### src/design/rco_pkg.sv
package rco_pkg;

	// ==========================================================
	// register map
	localparam logic [11:0] CTRL_ADDR = 12'h000;
	localparam logic [31:0] CTRL_RESET = 32'h0000_0000;
	localparam logic [31:0] RSVD_MASK = 32'h8000_44F0;

	// ==========================================================
	// field positions of the control register
	localparam int DIV_LSB = 16;
	localparam int DIV_W = 15;
	localparam int ON_BIT = 15;
	localparam int STOP_IN_IDLE_BIT = 13;
	localparam int OE_BIT = 12;
	localparam int RUN_IN_SLEEP_BIT = 11;
	localparam int SWREQ_BIT = 9;
	localparam int ACTIVE_BIT = 8;
	localparam int SEL_LSB = 0;
	localparam int SEL_W = 4;

	// ==========================================================
	// source codes that stop in sleep whatever the run bit says
	localparam logic [3:0] SEL_SLEEP_STOP_MAX = 4'h1;

	// ==========================================================
	// bus and sources
	localparam int ADDR_W = 12;
	localparam int NUM_SRC = 16;
	localparam int SYNC_STAGES = 2;

endpackage

### src/design/rco_div.sv
`timescale 1ns/1ps

module rco_div #(
	parameter int DIV_W = 15
) (
	// clock and reset
	input wire logic pclk,
	input wire logic presetn,
	input wire logic clk_en,
	// control
	input wire logic run,
	input wire logic tick,
	input wire logic [DIV_W-1:0] half_period,
	// result
	output logic level,
	output logic boundary
);

	// ==========================================================
	// state
	typedef struct packed {
		logic [DIV_W-1:0] cnt;
		logic level;
	} rco_div_s;

	rco_div_s st_q;
	rco_div_s st_d;
	logic [DIV_W-1:0] limit;
	logic wrap;

	// a zero divider still toggles on every source edge
	assign limit = (half_period == '0) ? DIV_W'(1) : half_period;
	assign wrap = (st_q.cnt + DIV_W'(1)) >= limit;
	// falling edge of the output is the safe switch point while the generator runs
	assign boundary = run & tick & wrap & st_q.level;
	assign level = st_q.level;

	// ==========================================================
	// next state
	always_comb begin
		st_d = st_q;
		if (!run) begin
			// stop low so the pin never rests high
			st_d.cnt = '0;
			st_d.level = 1'b0;
		end else if (tick) begin
			if (wrap) begin
				st_d.cnt = '0;
				st_d.level = ~st_q.level;
			end else begin
				st_d.cnt = st_q.cnt + DIV_W'(1);
			end
		end
	end

	always_ff @(posedge pclk or negedge presetn) begin
		if (!presetn) begin
			st_q <= '0;
		end else if (clk_en) begin
			st_q <= st_d;
		end
	end

	// ==========================================================
	// checks
	property p_div_stops_low;
		@(posedge pclk) disable iff (!presetn)
		clk_en && !run |=> !level;
	endproperty
	a_div_stops_low: assert property (p_div_stops_low)
		else $error("divider output not low after stop");

	property p_div_only_on_tick;
		@(posedge pclk) disable iff (!presetn)
		clk_en && run && !tick |=> $stable(level);
	endproperty
	a_div_only_on_tick: assert property (p_div_only_on_tick)
		else $error("divider output moved without a source edge");

endmodule

### src/design/rco_ctrl.sv
`timescale 1ns/1ps

module rco_ctrl #(
	parameter int NUM_SRC = rco_pkg::NUM_SRC
) (
	// clock, reset, enable
	input wire logic pclk,
	input wire logic presetn,
	input wire logic clk_en,
	// apb slave
	input wire logic psel,
	input wire logic penable,
	input wire logic pwrite,
	input wire logic [rco_pkg::ADDR_W-1:0] paddr,
	input wire logic [31:0] pwdata,
	input wire logic [3:0] pstrb,
	output logic pready,
	output logic pslverr,
	output logic [31:0] prdata,
	// power modes, same clock domain
	input wire logic idle_mode,
	input wire logic sleep_mode,
	// candidate source clocks, asynchronous
	input wire logic [NUM_SRC-1:0] src_clk_in,
	// reference clock pin
	output logic ref_clock_out_pin,
	output logic ref_clock_out_oe
);

	localparam int DW = rco_pkg::DIV_W;
	localparam int SW = rco_pkg::SEL_W;

	// ==========================================================
	// state
	typedef struct packed {
		logic [DW-1:0] div;
		logic on;
		logic stop_in_idle;
		logic oe;
		logic run_in_sleep;
		logic swreq;
		logic [SW-1:0] sel;
		logic [DW-1:0] div_act;
		logic [SW-1:0] sel_act;
		logic [NUM_SRC-1:0] sync1;
		logic [NUM_SRC-1:0] sync2;
		logic [NUM_SRC-1:0] sync3;
		logic [31:0] rdata;
		logic pin;
		logic pin_oe;
	} rco_ctrl_s;

	rco_ctrl_s st_q;
	rco_ctrl_s st_d;

	logic wr_ctrl;
	logic rd_setup;
	logic hit;
	logic tick;
	logic run;
	logic sleep_stop;
	logic apply;
	logic ref_lvl;
	logic boundary;
	logic active;
	logic [31:0] ctrl_view;

	// ==========================================================
	// bus decode
	assign hit = (paddr == rco_pkg::CTRL_ADDR);
	// zero wait states; read data is captured in the setup cycle
	assign pready = 1'b1;
	assign pslverr = psel & penable & ~hit;
	assign wr_ctrl = psel & penable & pwrite & hit & clk_en;
	assign rd_setup = psel & ~penable & ~pwrite;
	assign prdata = st_q.rdata;

	// ==========================================================
	// generator control
	// sources numbered 0 and 1 die in sleep, so the run bit cannot help
	assign sleep_stop = sleep_mode &
		(~st_q.run_in_sleep | (st_q.sel_act <= rco_pkg::SEL_SLEEP_STOP_MAX));
	assign run = st_q.on
		& ~(idle_mode & st_q.stop_in_idle)
		& ~sleep_stop;
	// rising edge of the selected, resynchronised source
	assign tick = st_q.sync2[st_q.sel_act] & ~st_q.sync3[st_q.sel_act];
	// a stopped generator rests low, so switching then is glitch free
	assign apply = st_q.swreq & (boundary | ~run);
	// request stays up until the output has fallen back low
	assign active = st_q.on | ref_lvl;

	rco_div #(
		.DIV_W(DW)
	) u_div (
		.pclk(pclk),
		.presetn(presetn),
		.clk_en(clk_en),
		.run(run),
		.tick(tick),
		.half_period(st_q.div_act),
		.level(ref_lvl),
		.boundary(boundary)
	);

	// ==========================================================
	// register view, unimplemented bits stay zero
	always_comb begin
		ctrl_view = '0;
		ctrl_view[rco_pkg::DIV_LSB +: DW] = st_q.div;
		ctrl_view[rco_pkg::ON_BIT] = st_q.on;
		ctrl_view[rco_pkg::STOP_IN_IDLE_BIT] = st_q.stop_in_idle;
		ctrl_view[rco_pkg::OE_BIT] = st_q.oe;
		ctrl_view[rco_pkg::RUN_IN_SLEEP_BIT] = st_q.run_in_sleep;
		ctrl_view[rco_pkg::SWREQ_BIT] = st_q.swreq;
		ctrl_view[rco_pkg::ACTIVE_BIT] = active;
		ctrl_view[rco_pkg::SEL_LSB +: SW] = st_q.sel;
	end

	// ==========================================================
	// next state
	always_comb begin
		st_d = st_q;
		st_d.sync1 = src_clk_in;
		st_d.sync2 = st_q.sync1;
		st_d.sync3 = st_q.sync2;
		if (rd_setup) begin
			st_d.rdata = hit ? ctrl_view : '0;
		end
		// hardware clear first so a new request in the same cycle wins
		if (apply) begin
			st_d.swreq = 1'b0;
			st_d.div_act = st_q.div;
			st_d.sel_act = st_q.sel;
		end
		if (wr_ctrl) begin
			if (pstrb[3]) begin
				st_d.div[DW-1:8] = pwdata[30:24];
			end
			if (pstrb[2]) begin
				st_d.div[7:0] = pwdata[23:16];
			end
			if (pstrb[1]) begin
				st_d.on = pwdata[rco_pkg::ON_BIT];
				st_d.stop_in_idle = pwdata[rco_pkg::STOP_IN_IDLE_BIT];
				st_d.oe = pwdata[rco_pkg::OE_BIT];
				st_d.run_in_sleep = pwdata[rco_pkg::RUN_IN_SLEEP_BIT];
				if (pwdata[rco_pkg::SWREQ_BIT]) begin
					st_d.swreq = 1'b1;
				end
			end
			if (pstrb[0]) begin
				st_d.sel = pwdata[rco_pkg::SEL_LSB +: SW];
			end
			// a disabled module takes new settings at once
			if (!st_q.on) begin
				st_d.div_act = st_d.div;
				st_d.sel_act = st_d.sel;
			end
		end
		st_d.pin = ref_lvl & st_q.oe;
		st_d.pin_oe = st_q.oe;
	end

	always_ff @(posedge pclk or negedge presetn) begin
		if (!presetn) begin
			st_q <= '0;
		end else if (clk_en) begin
			st_q <= st_d;
		end
	end

	assign ref_clock_out_pin = st_q.pin;
	assign ref_clock_out_oe = st_q.pin_oe;

	// ==========================================================
	// checks
	property p_off_no_clock;
		@(posedge pclk) disable iff (!presetn)
		clk_en && !st_q.on |=> !ref_lvl;
	endproperty
	a_off_no_clock: assert property (p_off_no_clock)
		else $error("generator ran while disabled");

	property p_idle_stop;
		@(posedge pclk) disable iff (!presetn)
		clk_en && idle_mode && st_q.stop_in_idle |=> !ref_lvl;
	endproperty
	a_idle_stop: assert property (p_idle_stop)
		else $error("generator ran in idle with stop-in-idle set");

	property p_idle_run;
		@(posedge pclk) disable iff (!presetn)
		st_q.on && idle_mode && !st_q.stop_in_idle && !sleep_mode |-> run;
	endproperty
	a_idle_run: assert property (p_idle_run)
		else $error("generator stopped in idle without stop-in-idle");

	property p_pin_gated;
		@(posedge pclk) disable iff (!presetn)
		clk_en ##1 clk_en |->
			ref_clock_out_pin == ($past(ref_lvl) && $past(st_q.oe));
	endproperty
	a_pin_gated: assert property (p_pin_gated)
		else $error("pin level does not follow generator and enable");

	property p_sleep_stop;
		@(posedge pclk) disable iff (!presetn)
		clk_en && sleep_mode && !st_q.run_in_sleep |=> !ref_lvl;
	endproperty
	a_sleep_stop: assert property (p_sleep_stop)
		else $error("generator ran in sleep without run-in-sleep");

	property p_sleep_low_sel;
		@(posedge pclk) disable iff (!presetn)
		clk_en && sleep_mode &&
			st_q.sel_act <= rco_pkg::SEL_SLEEP_STOP_MAX |=> !ref_lvl;
	endproperty
	a_sleep_low_sel: assert property (p_sleep_low_sel)
		else $error("run-in-sleep honoured for a low source code");

	property p_swreq_clears;
		@(posedge pclk) disable iff (!presetn)
		clk_en && st_q.swreq && !run && !wr_ctrl |=> !st_q.swreq;
	endproperty
	a_swreq_clears: assert property (p_swreq_clears)
		else $error("switch request not cleared while stopped");

	property p_div_held;
		@(posedge pclk) disable iff (!presetn)
		clk_en && st_q.on && !apply |=>
			$stable(st_q.div_act) && $stable(st_q.sel_act);
	endproperty
	a_div_held: assert property (p_div_held)
		else $error("active settings changed without a switch");

	property p_active_on;
		@(posedge pclk) disable iff (!presetn)
		clk_en && rd_setup && hit && st_q.on |=>
			prdata[rco_pkg::ACTIVE_BIT];
	endproperty
	a_active_on: assert property (p_active_on)
		else $error("request status low while enabled");

	property p_reserved_zero;
		@(posedge pclk) disable iff (!presetn)
		(prdata & rco_pkg::RSVD_MASK) == '0;
	endproperty
	a_reserved_zero: assert property (p_reserved_zero)
		else $error("unimplemented bit read as one");

	property p_switch_at_low;
		@(posedge pclk) disable iff (!presetn)
		clk_en && apply |=> !ref_lvl;
	endproperty
	a_switch_at_low: assert property (p_switch_at_low)
		else $error("settings switched while output high");

	property p_oe_follows;
		@(posedge pclk) disable iff (!presetn)
		clk_en |=> ref_clock_out_oe == $past(st_q.oe);
	endproperty
	a_oe_follows: assert property (p_oe_follows)
		else $error("pin enable does not follow the enable bit");

	property p_pin_off;
		@(posedge pclk) disable iff (!presetn)
		clk_en && !st_q.oe |=> !ref_clock_out_pin;
	endproperty
	a_pin_off: assert property (p_pin_off)
		else $error("pin high while output enable clear");

	property p_swreq_set;
		@(posedge pclk) disable iff (!presetn)
		wr_ctrl && pstrb[1] && pwdata[rco_pkg::SWREQ_BIT] |=> st_q.swreq;
	endproperty
	a_swreq_set: assert property (p_swreq_set)
		else $error("switch request lost against hardware clear");

	property p_active_low;
		@(posedge pclk) disable iff (!presetn)
		clk_en && rd_setup && hit && !st_q.on && !ref_lvl |=>
			!prdata[rco_pkg::ACTIVE_BIT];
	endproperty
	a_active_low: assert property (p_active_low)
		else $error("request status high with no request");

	property p_off_loads;
		@(posedge pclk) disable iff (!presetn)
		wr_ctrl && !st_q.on |=>
			st_q.div_act == st_q.div && st_q.sel_act == st_q.sel;
	endproperty
	a_off_loads: assert property (p_off_loads)
		else $error("disabled module did not take new settings");

	property p_apply_loads;
		@(posedge pclk) disable iff (!presetn)
		clk_en && apply && !wr_ctrl |=>
			st_q.div_act == $past(st_q.div) &&
			st_q.sel_act == $past(st_q.sel);
	endproperty
	a_apply_loads: assert property (p_apply_loads)
		else $error("switch did not load the written settings");

endmodule

### config.mk
export PLATFORM = sky130hd
export DESIGN_NAME = rco_ctrl
export DESIGN_NICKNAME = d
export VERILOG_FILES = /design/src/design/rco_pkg.sv /design/src/design/rco_div.sv /design/src/design/rco_ctrl.sv
export SDC_FILE = /design/constraint.sdc
export NUM_CORES = 1
export LEC_CHECK = 0
export BUFFER_PORTS_ARGS = -buffer_cell sky130_fd_sc_hd__buf_2
export CORE_MARGIN = 4
export CORE_UTILIZATION = 50
export CTS_CLUSTER_SIZE = 25
export DETAILED_ROUTE_END_ITERATION = 6
export PLACE_DENSITY = 0.84
export SYNTH_ARGS = -nofsm -noshare
export SYNTH_HDL_FRONTEND = slang
export SYNTH_HIERARCHICAL = 1
export SYNTH_SLANG_ARGS = --single-unit
### constraint.sdc
create_clock -name pclk -period 5.7 [get_ports pclk]
set_input_delay 0.285 -clock pclk [delete_from_list [all_inputs] [get_ports pclk]]
set_output_delay 0.285 -clock pclk [all_outputs]
set_load 0.02 [all_outputs]
# == After elaboration in Yosys (flattened, before gate mapping) ==
# Cells that the tools add are included.
# classes
n_mux,19
addsub,1
reduce_logical,7
eq_ne,2
bitwise_logic,29
n_lt_le_gt_ge,3
# ops
op,count
$mux W19,2
$mux W16,2
$mux W31,1
$mux W15,2
$mux W24,1
$and A1 B1 Y1,17
$add A15 B1 Y15 const B,1
$ge A15 B15 Y1,1
$logic_not A15 Y1,1
$logic_not A12 Y1,1
$not A1 Y1,9
$bmux W1 S4,2
$mux W8,1
$mux W7,1
$mux W1,6
$reduce_and A2 Y1,3
$reduce_and A3 Y1,2
$lt A4 B5 Y1 const B,1
$le A4 B1 Y1 const B,1
$mux W4,1
$ne A2 B1 Y1 const B,2
$or A1 B1 Y1,3
# totals
input_bits,72
ff_bits,141
output_inout_bits,36
wordCells,78

# == Logic depth before layout (Yosys ltp) ==
# depth
depth_word,14
depth_mapped,17
ltp_nobuf,16

# == Modules after synthesis ==
# The synthesis kept the hierarchy.
# modules_own_cells
module,n_inst,area_per_inst_um2,seq_area_each_um2,cells_per_inst
rco_ctrl,1,5016.1,2952.8,394
rco_div,1,1403.8,400.4,164

# == Worst setup path before layout ==
# No wires, ideal clock.
# synth_path
path_type,register to register
from,register u_div/st_q[1] (netlist name)
to,register st_q[90] (netlist name)
arrival_time_ns,3.300
required_time_ns,5.569
path_buffers,1
setup_ns,0.131
path_stages_with_launch,17
setup_slack_ns,2.270
period_less_slack_ns,3.430
path_cell_list,dfrtp_1 -> ha_1 -> nand3_1 -> nor2_2 -> and3_1 -> xor2_1 -> ha_1 -> and2_0 -> a221o_1 -> a21oi_2 -> o21ai_1 -> and4_1 -> a211o_1 -> o2bb2ai_4 -> buf_2 -> o22ai_1 -> a21oi_1
# synth_via
elab_chain_cells,9
# synth_rtl
element,line_no,rtl
start: declaration,rco_div.sv:26,rco_div_s st_q;
start signal: assignment,rco_div.sv:60,st_q <= st_d;
$add A15 B1 Y15 *,rco_div.sv:33,assign wrap = (st_q.cnt + DIV_W'(1)) >= limit;
$ge A15 B15 Y1 *,rco_div.sv:33,
$and A1 B1 Y1 * (2 in a row),rco_div.sv:35,assign boundary = run & tick & wrap & st_q.level;
via boundary,rco_ctrl.sv:64,logic boundary;
$or A1 B1 Y1 *,rco_ctrl.sv:89,assign apply = st_q.swreq & (boundary | ~run);
$and A1 B1 Y1 *,rco_ctrl.sv:89,
$mux W19 *,rco_ctrl.sv:131,if (apply) begin
$mux W19,rco_ctrl.sv:156,if (!st_q.on) begin
$mux W24 *,rco_ctrl.sv:136,if (wr_ctrl) begin
end signal: assignment,rco_ctrl.sv:169,st_q <= st_d;
end: declaration,rco_ctrl.sv:53,rco_ctrl_s st_q;
# Mark *: on every way through the listed nets, which the timed path passes. The rest lies on a longest branch.
# A chain may end at the register's enable or synchronous reset.

# == Final worst setup path ==
# layout_path
from,register u_div/st_q[1] (netlist name)
to,register st_q[86] (netlist name)
# Same word-level chain as after synthesis.

==> results.tsv <==
stage	metric	value	unit
status	status	finished with violations	
status	violated checks	hold timing	
synth	area leader, netlist	dfrtp_1	
clock_network	clk sink count	134	
final_layout	area taken by multi-input logic gates	2576	um^2
power	leak pwr	3.577	nW
synth	FF+latch count, synth	134	
synth	number of synthesized flops with an enable pin	0	
worst_setup_path	Critical Path End Type	flip-flop	
placed_design	post-placement cell area	6805	um^2
clock_network	CTS H-Tree Depth	4	
final_layout	ANT cells	0	
clock_network	root buffer cell	clkbuf_16	
synth	register area share after synthesis	52.23	%
synth	syn_area_per_cell	11.51	um^2
global_routing	GRT met3 Usage	5.455	%
clock_network	clk_lat worst skew	0.42	ns
min_path	hold crit path type	input pin to asynchronous set/reset pin	
clock_network	PostCTS Resize Cnt	0	
clock_network	TritonCTS clock tree	yes	
synth	Synth top cells by count	134 x dfrtp_1, 67 x mux2_2, 46 x inv_1, 35 x nand2_1, 34 x a22o_1	
final_layout	fillers	1039	
synth	count leader, synth	dfrtp_1	
die	core footprint	12620	um^2
worst_setup_path	critical path class	flip-flop to flip-flop	
synth	synth unique cells	51	
flow_run	MaxCap Viol Count	0	
timing	worst hold margin	-0.01921	ns
placed_design	GPL Wtd Cong	0.8440	
die	# IOs	108	
timing	final hold viol count	35	
clock_network	hold buffer count at cts	0	
worst_setup_path	critical path launch point type	flip-flop	
final_layout	area taken by flip-flops and latches	3353	um^2
die	Die Wd	121.3	um
timing	Achievable Freq	256.3	MHz
worst_setup_path	slowest CP cell	dfrtp_1	
power	PD cells	309.5	nW/um^2
timing	Slew Limit Headroom	17.49	%
clock_network	CTS Buf Count	17	
timing	final setup vio count	0	
routing	drt first pass iters	4	
routing	Vias per Instance	5.682	
placed_design	pre-CTS WS	1.866	ns
timing	worst clock skew	0.007617	ns
die	die area	14720	um^2
synth	post-synthesis cell count	558	
timing	Setup TNS	0	ns
worst_setup_path	R2R cell count	16	
clock_network	post-CTS setup repair buffer count	0	
placed_design	# port buffers	91	
worst_setup_path	CP max stage delay	0.41	ns
worst_setup_path	r2r endpoint	st_q[86]$_DFFE_PN0P_	
placed_design	DP Wirelength	10300	um
power	Total Power	2.295	mW
die	num rows	41	
routing	via count	4608	
timing	Worst-Margin Slew	1.233	ns
final_layout	area delta synth->final	15.51	%
synth	largest cells by area after synthesis	dfrtp_1 52%, mux2_2 12%, a22o_1 4.6%	
worst_setup_path	critical path arrival	4.19	ns
final_layout	nets@finish	714	
final_layout	Final Cell Area	7416	um^2
clock_network	CTS Buffer Depth	2	
timing	minimum clock period	3.902	ns
timing	period utilisation layout	68.46	%
timing	setup slack after layout	1.798	ns
global_routing	pin count of the biggest net entering global routing	69	
global_routing	M2 GR Usage	35.27	%
power	Max IR drop VDD	232.3	uV
global_routing	routing usage on met1	25.94	%
routing	Starting DRT DRC Count	286	
synth	Primary FF master, synth	dfrtp_1	
worst_setup_path	Worst R2R Start	u_div/st_q[1]$_DFFE_PN0P_	
routing	Remaining DRCs	0	
routing	Final ANT Viol Nets	0	
worst_setup_path	reg-to-reg setup timing slack	1.80	ns
synth	Synth Warn #	6	
global_routing	GRT overflow	0	
global_routing	grt peak-use layer	met2	
routing	wire per inst	18.25	um
synth	Yosys top cell area share	52.23	%
worst_setup_path	Max FO, Critical Path	19	
synth	Post-Syn Area	6420	um^2
global_routing	vias in the first global route	4656	
global_routing	initial antenna violation count	0	
timing	Max Slew Vio Count	0	
global_routing	Total GRT Usage	20.90	%
worst_setup_path	required time of the critical path	5.99	ns
routing	total wire length	14800	um
synth	ys async rst share	100.0	%
die	Starting Density	50.87	%
final_layout	layout cells sized above 1	32.24	%
worst_setup_path	cell chain of the critical path	ha_1 > nand3_1 > nor2_2 > and2_1 > and3_1 > xor2_1 > ha_1 > a21oi_1 > o21ai_0 > a21oi_2 > o21ai_1 > and4_1 > a211o_1 > o2bb2ai_4 > o22ai_1 > a21oi_1	
timing	RSZ-0062 raised after global routing	false	
global_routing	first-pass GRT wire length	23700	um
clock_network	Worst-path clk slew	0.06	ns
die	Chip Height	121.3	um
flip-flops by register name, summed over array words and instances (netlist names):
| register | flops |
|---|---|
| st_q | 35 |
| st_d | 32 |
| prdata | 25 |
| ctrl_view | 24 |
| u_div/st_q | 15 |
| ref_clock_out_oe | 1 |
| ref_clock_out_pin | 1 |
| u_div/level | 1 |
final cells by class:
| type | count | share of cell area, % |
|---|---|---|
| multi-input cells | 332 | 34.74 |
| flip-flops and latches | 134 | 45.22 |
| clock inverters | 9 | 1.653 |
| clock buffers | 23 | 6.580 |
| repair buffers | 95 | 6.580 |
| inverters | 46 | 2.328 |
| well taps | 172 | 2.902 |
layer usage:
metal / vias up / routed length (um)
met5: - / 0
met4: 0 / 230
met3: 19 / 748
met2: 139 / 7693
met1: 2346 / 6131
li1: 2104 / -
worst max-delay path by stage:
stage | start | endpoint | cells after the start
5_1_grt | u_div/st_q[1]$_DFFE_PN0P_ | st_q[86]$_DFFE_PN0P_ | 15
3_5_place_dp | u_div/st_q[1]$_DFFE_PN0P_ | st_q[82]$_DFFE_PN0P_ | 15
3_3_place_gp | u_div/st_q[1]$_DFFE_PN0P_ | st_q[88]$_DFFE_PN0P_ | 15
4_1_cts | u_div/st_q[1]$_DFFE_PN0P_ | st_q[86]$_DFFE_PN0P_ | 15
2_1_floorplan | u_div/st_q[1]$_DFFE_PN0P_ | st_q[90]$_DFFE_PN0P_ | 16
6_report | u_div/st_q[1]$_DFFE_PN0P_ | st_q[86]$_DFFE_PN0P_ | 16
cells in the final DEF, fill, tap and decap left out, types with 5 or more instances in the layout:
master,count
a21oi_1,23
a22o_1,34
buf_2,90
buf_4,5
clkbuf_16,17
clkinv_2,5
conb_1,8
dfrtp_1,134
ha_1,16
inv_1,46
mux2_2,67
nand2_1,35
nand3_1,12
nand4_1,5
nor2_1,11
o21ai_0,13
o21ai_1,13
o22ai_1,19
o32ai_1,6
xnor2_1,6
xor2_1,7
stage by stage:
step	util, %	std cells
final	58.76	811
after global placement	53.93	779
after CTS	58.76	811
after detailed placement	53.93	779
after floorplan	-	564
after global routing	58.76	811
where the power goes:
| part | total, mW | switching (mW) | internal [mW] |
|---|---|---|---|
| logic | 0.139 | 0.0734 | 0.0657 |
| registers | 1.03 | 0.0305 | 1.00 |
| clock network | 1.12 | 0.395 | 0.730 |
| total | 2.30 | 0.499 | 1.80 |
critical path, delay by kind of cell (launching register included):
kind	cells	cell delay, ns
AOI/OAI and AO/OA	8	1.56
xor gates and xnor gates	1	0.16
adders and majority gates	2	0.52
DFF	1	0.41
and+or+nand+nor	5	1.09
cell families (layout without fill, tap and decap cells):
| kind of cell | after synthesis | count (layout) | share of synthesized area (%) |
|---|---|---|---|
| buffers and inverters | 98 | 173 | 7.991 |
| muxes | 68 | 68 | 12.10 |
| adders and majority gates | 16 | 16 | 3.118 |
| DFF | 134 | 134 | 52.23 |
| AOI/OAI and AO/OA | 133 | 133 | 15.10 |
| other | 2 | 8 | 0.1170 |
| xor gates and xnor gates | 13 | 13 | 1.774 |
| and+or+nand+nor | 94 | 94 | 7.562 |
(Power assumes the default switching activity.)
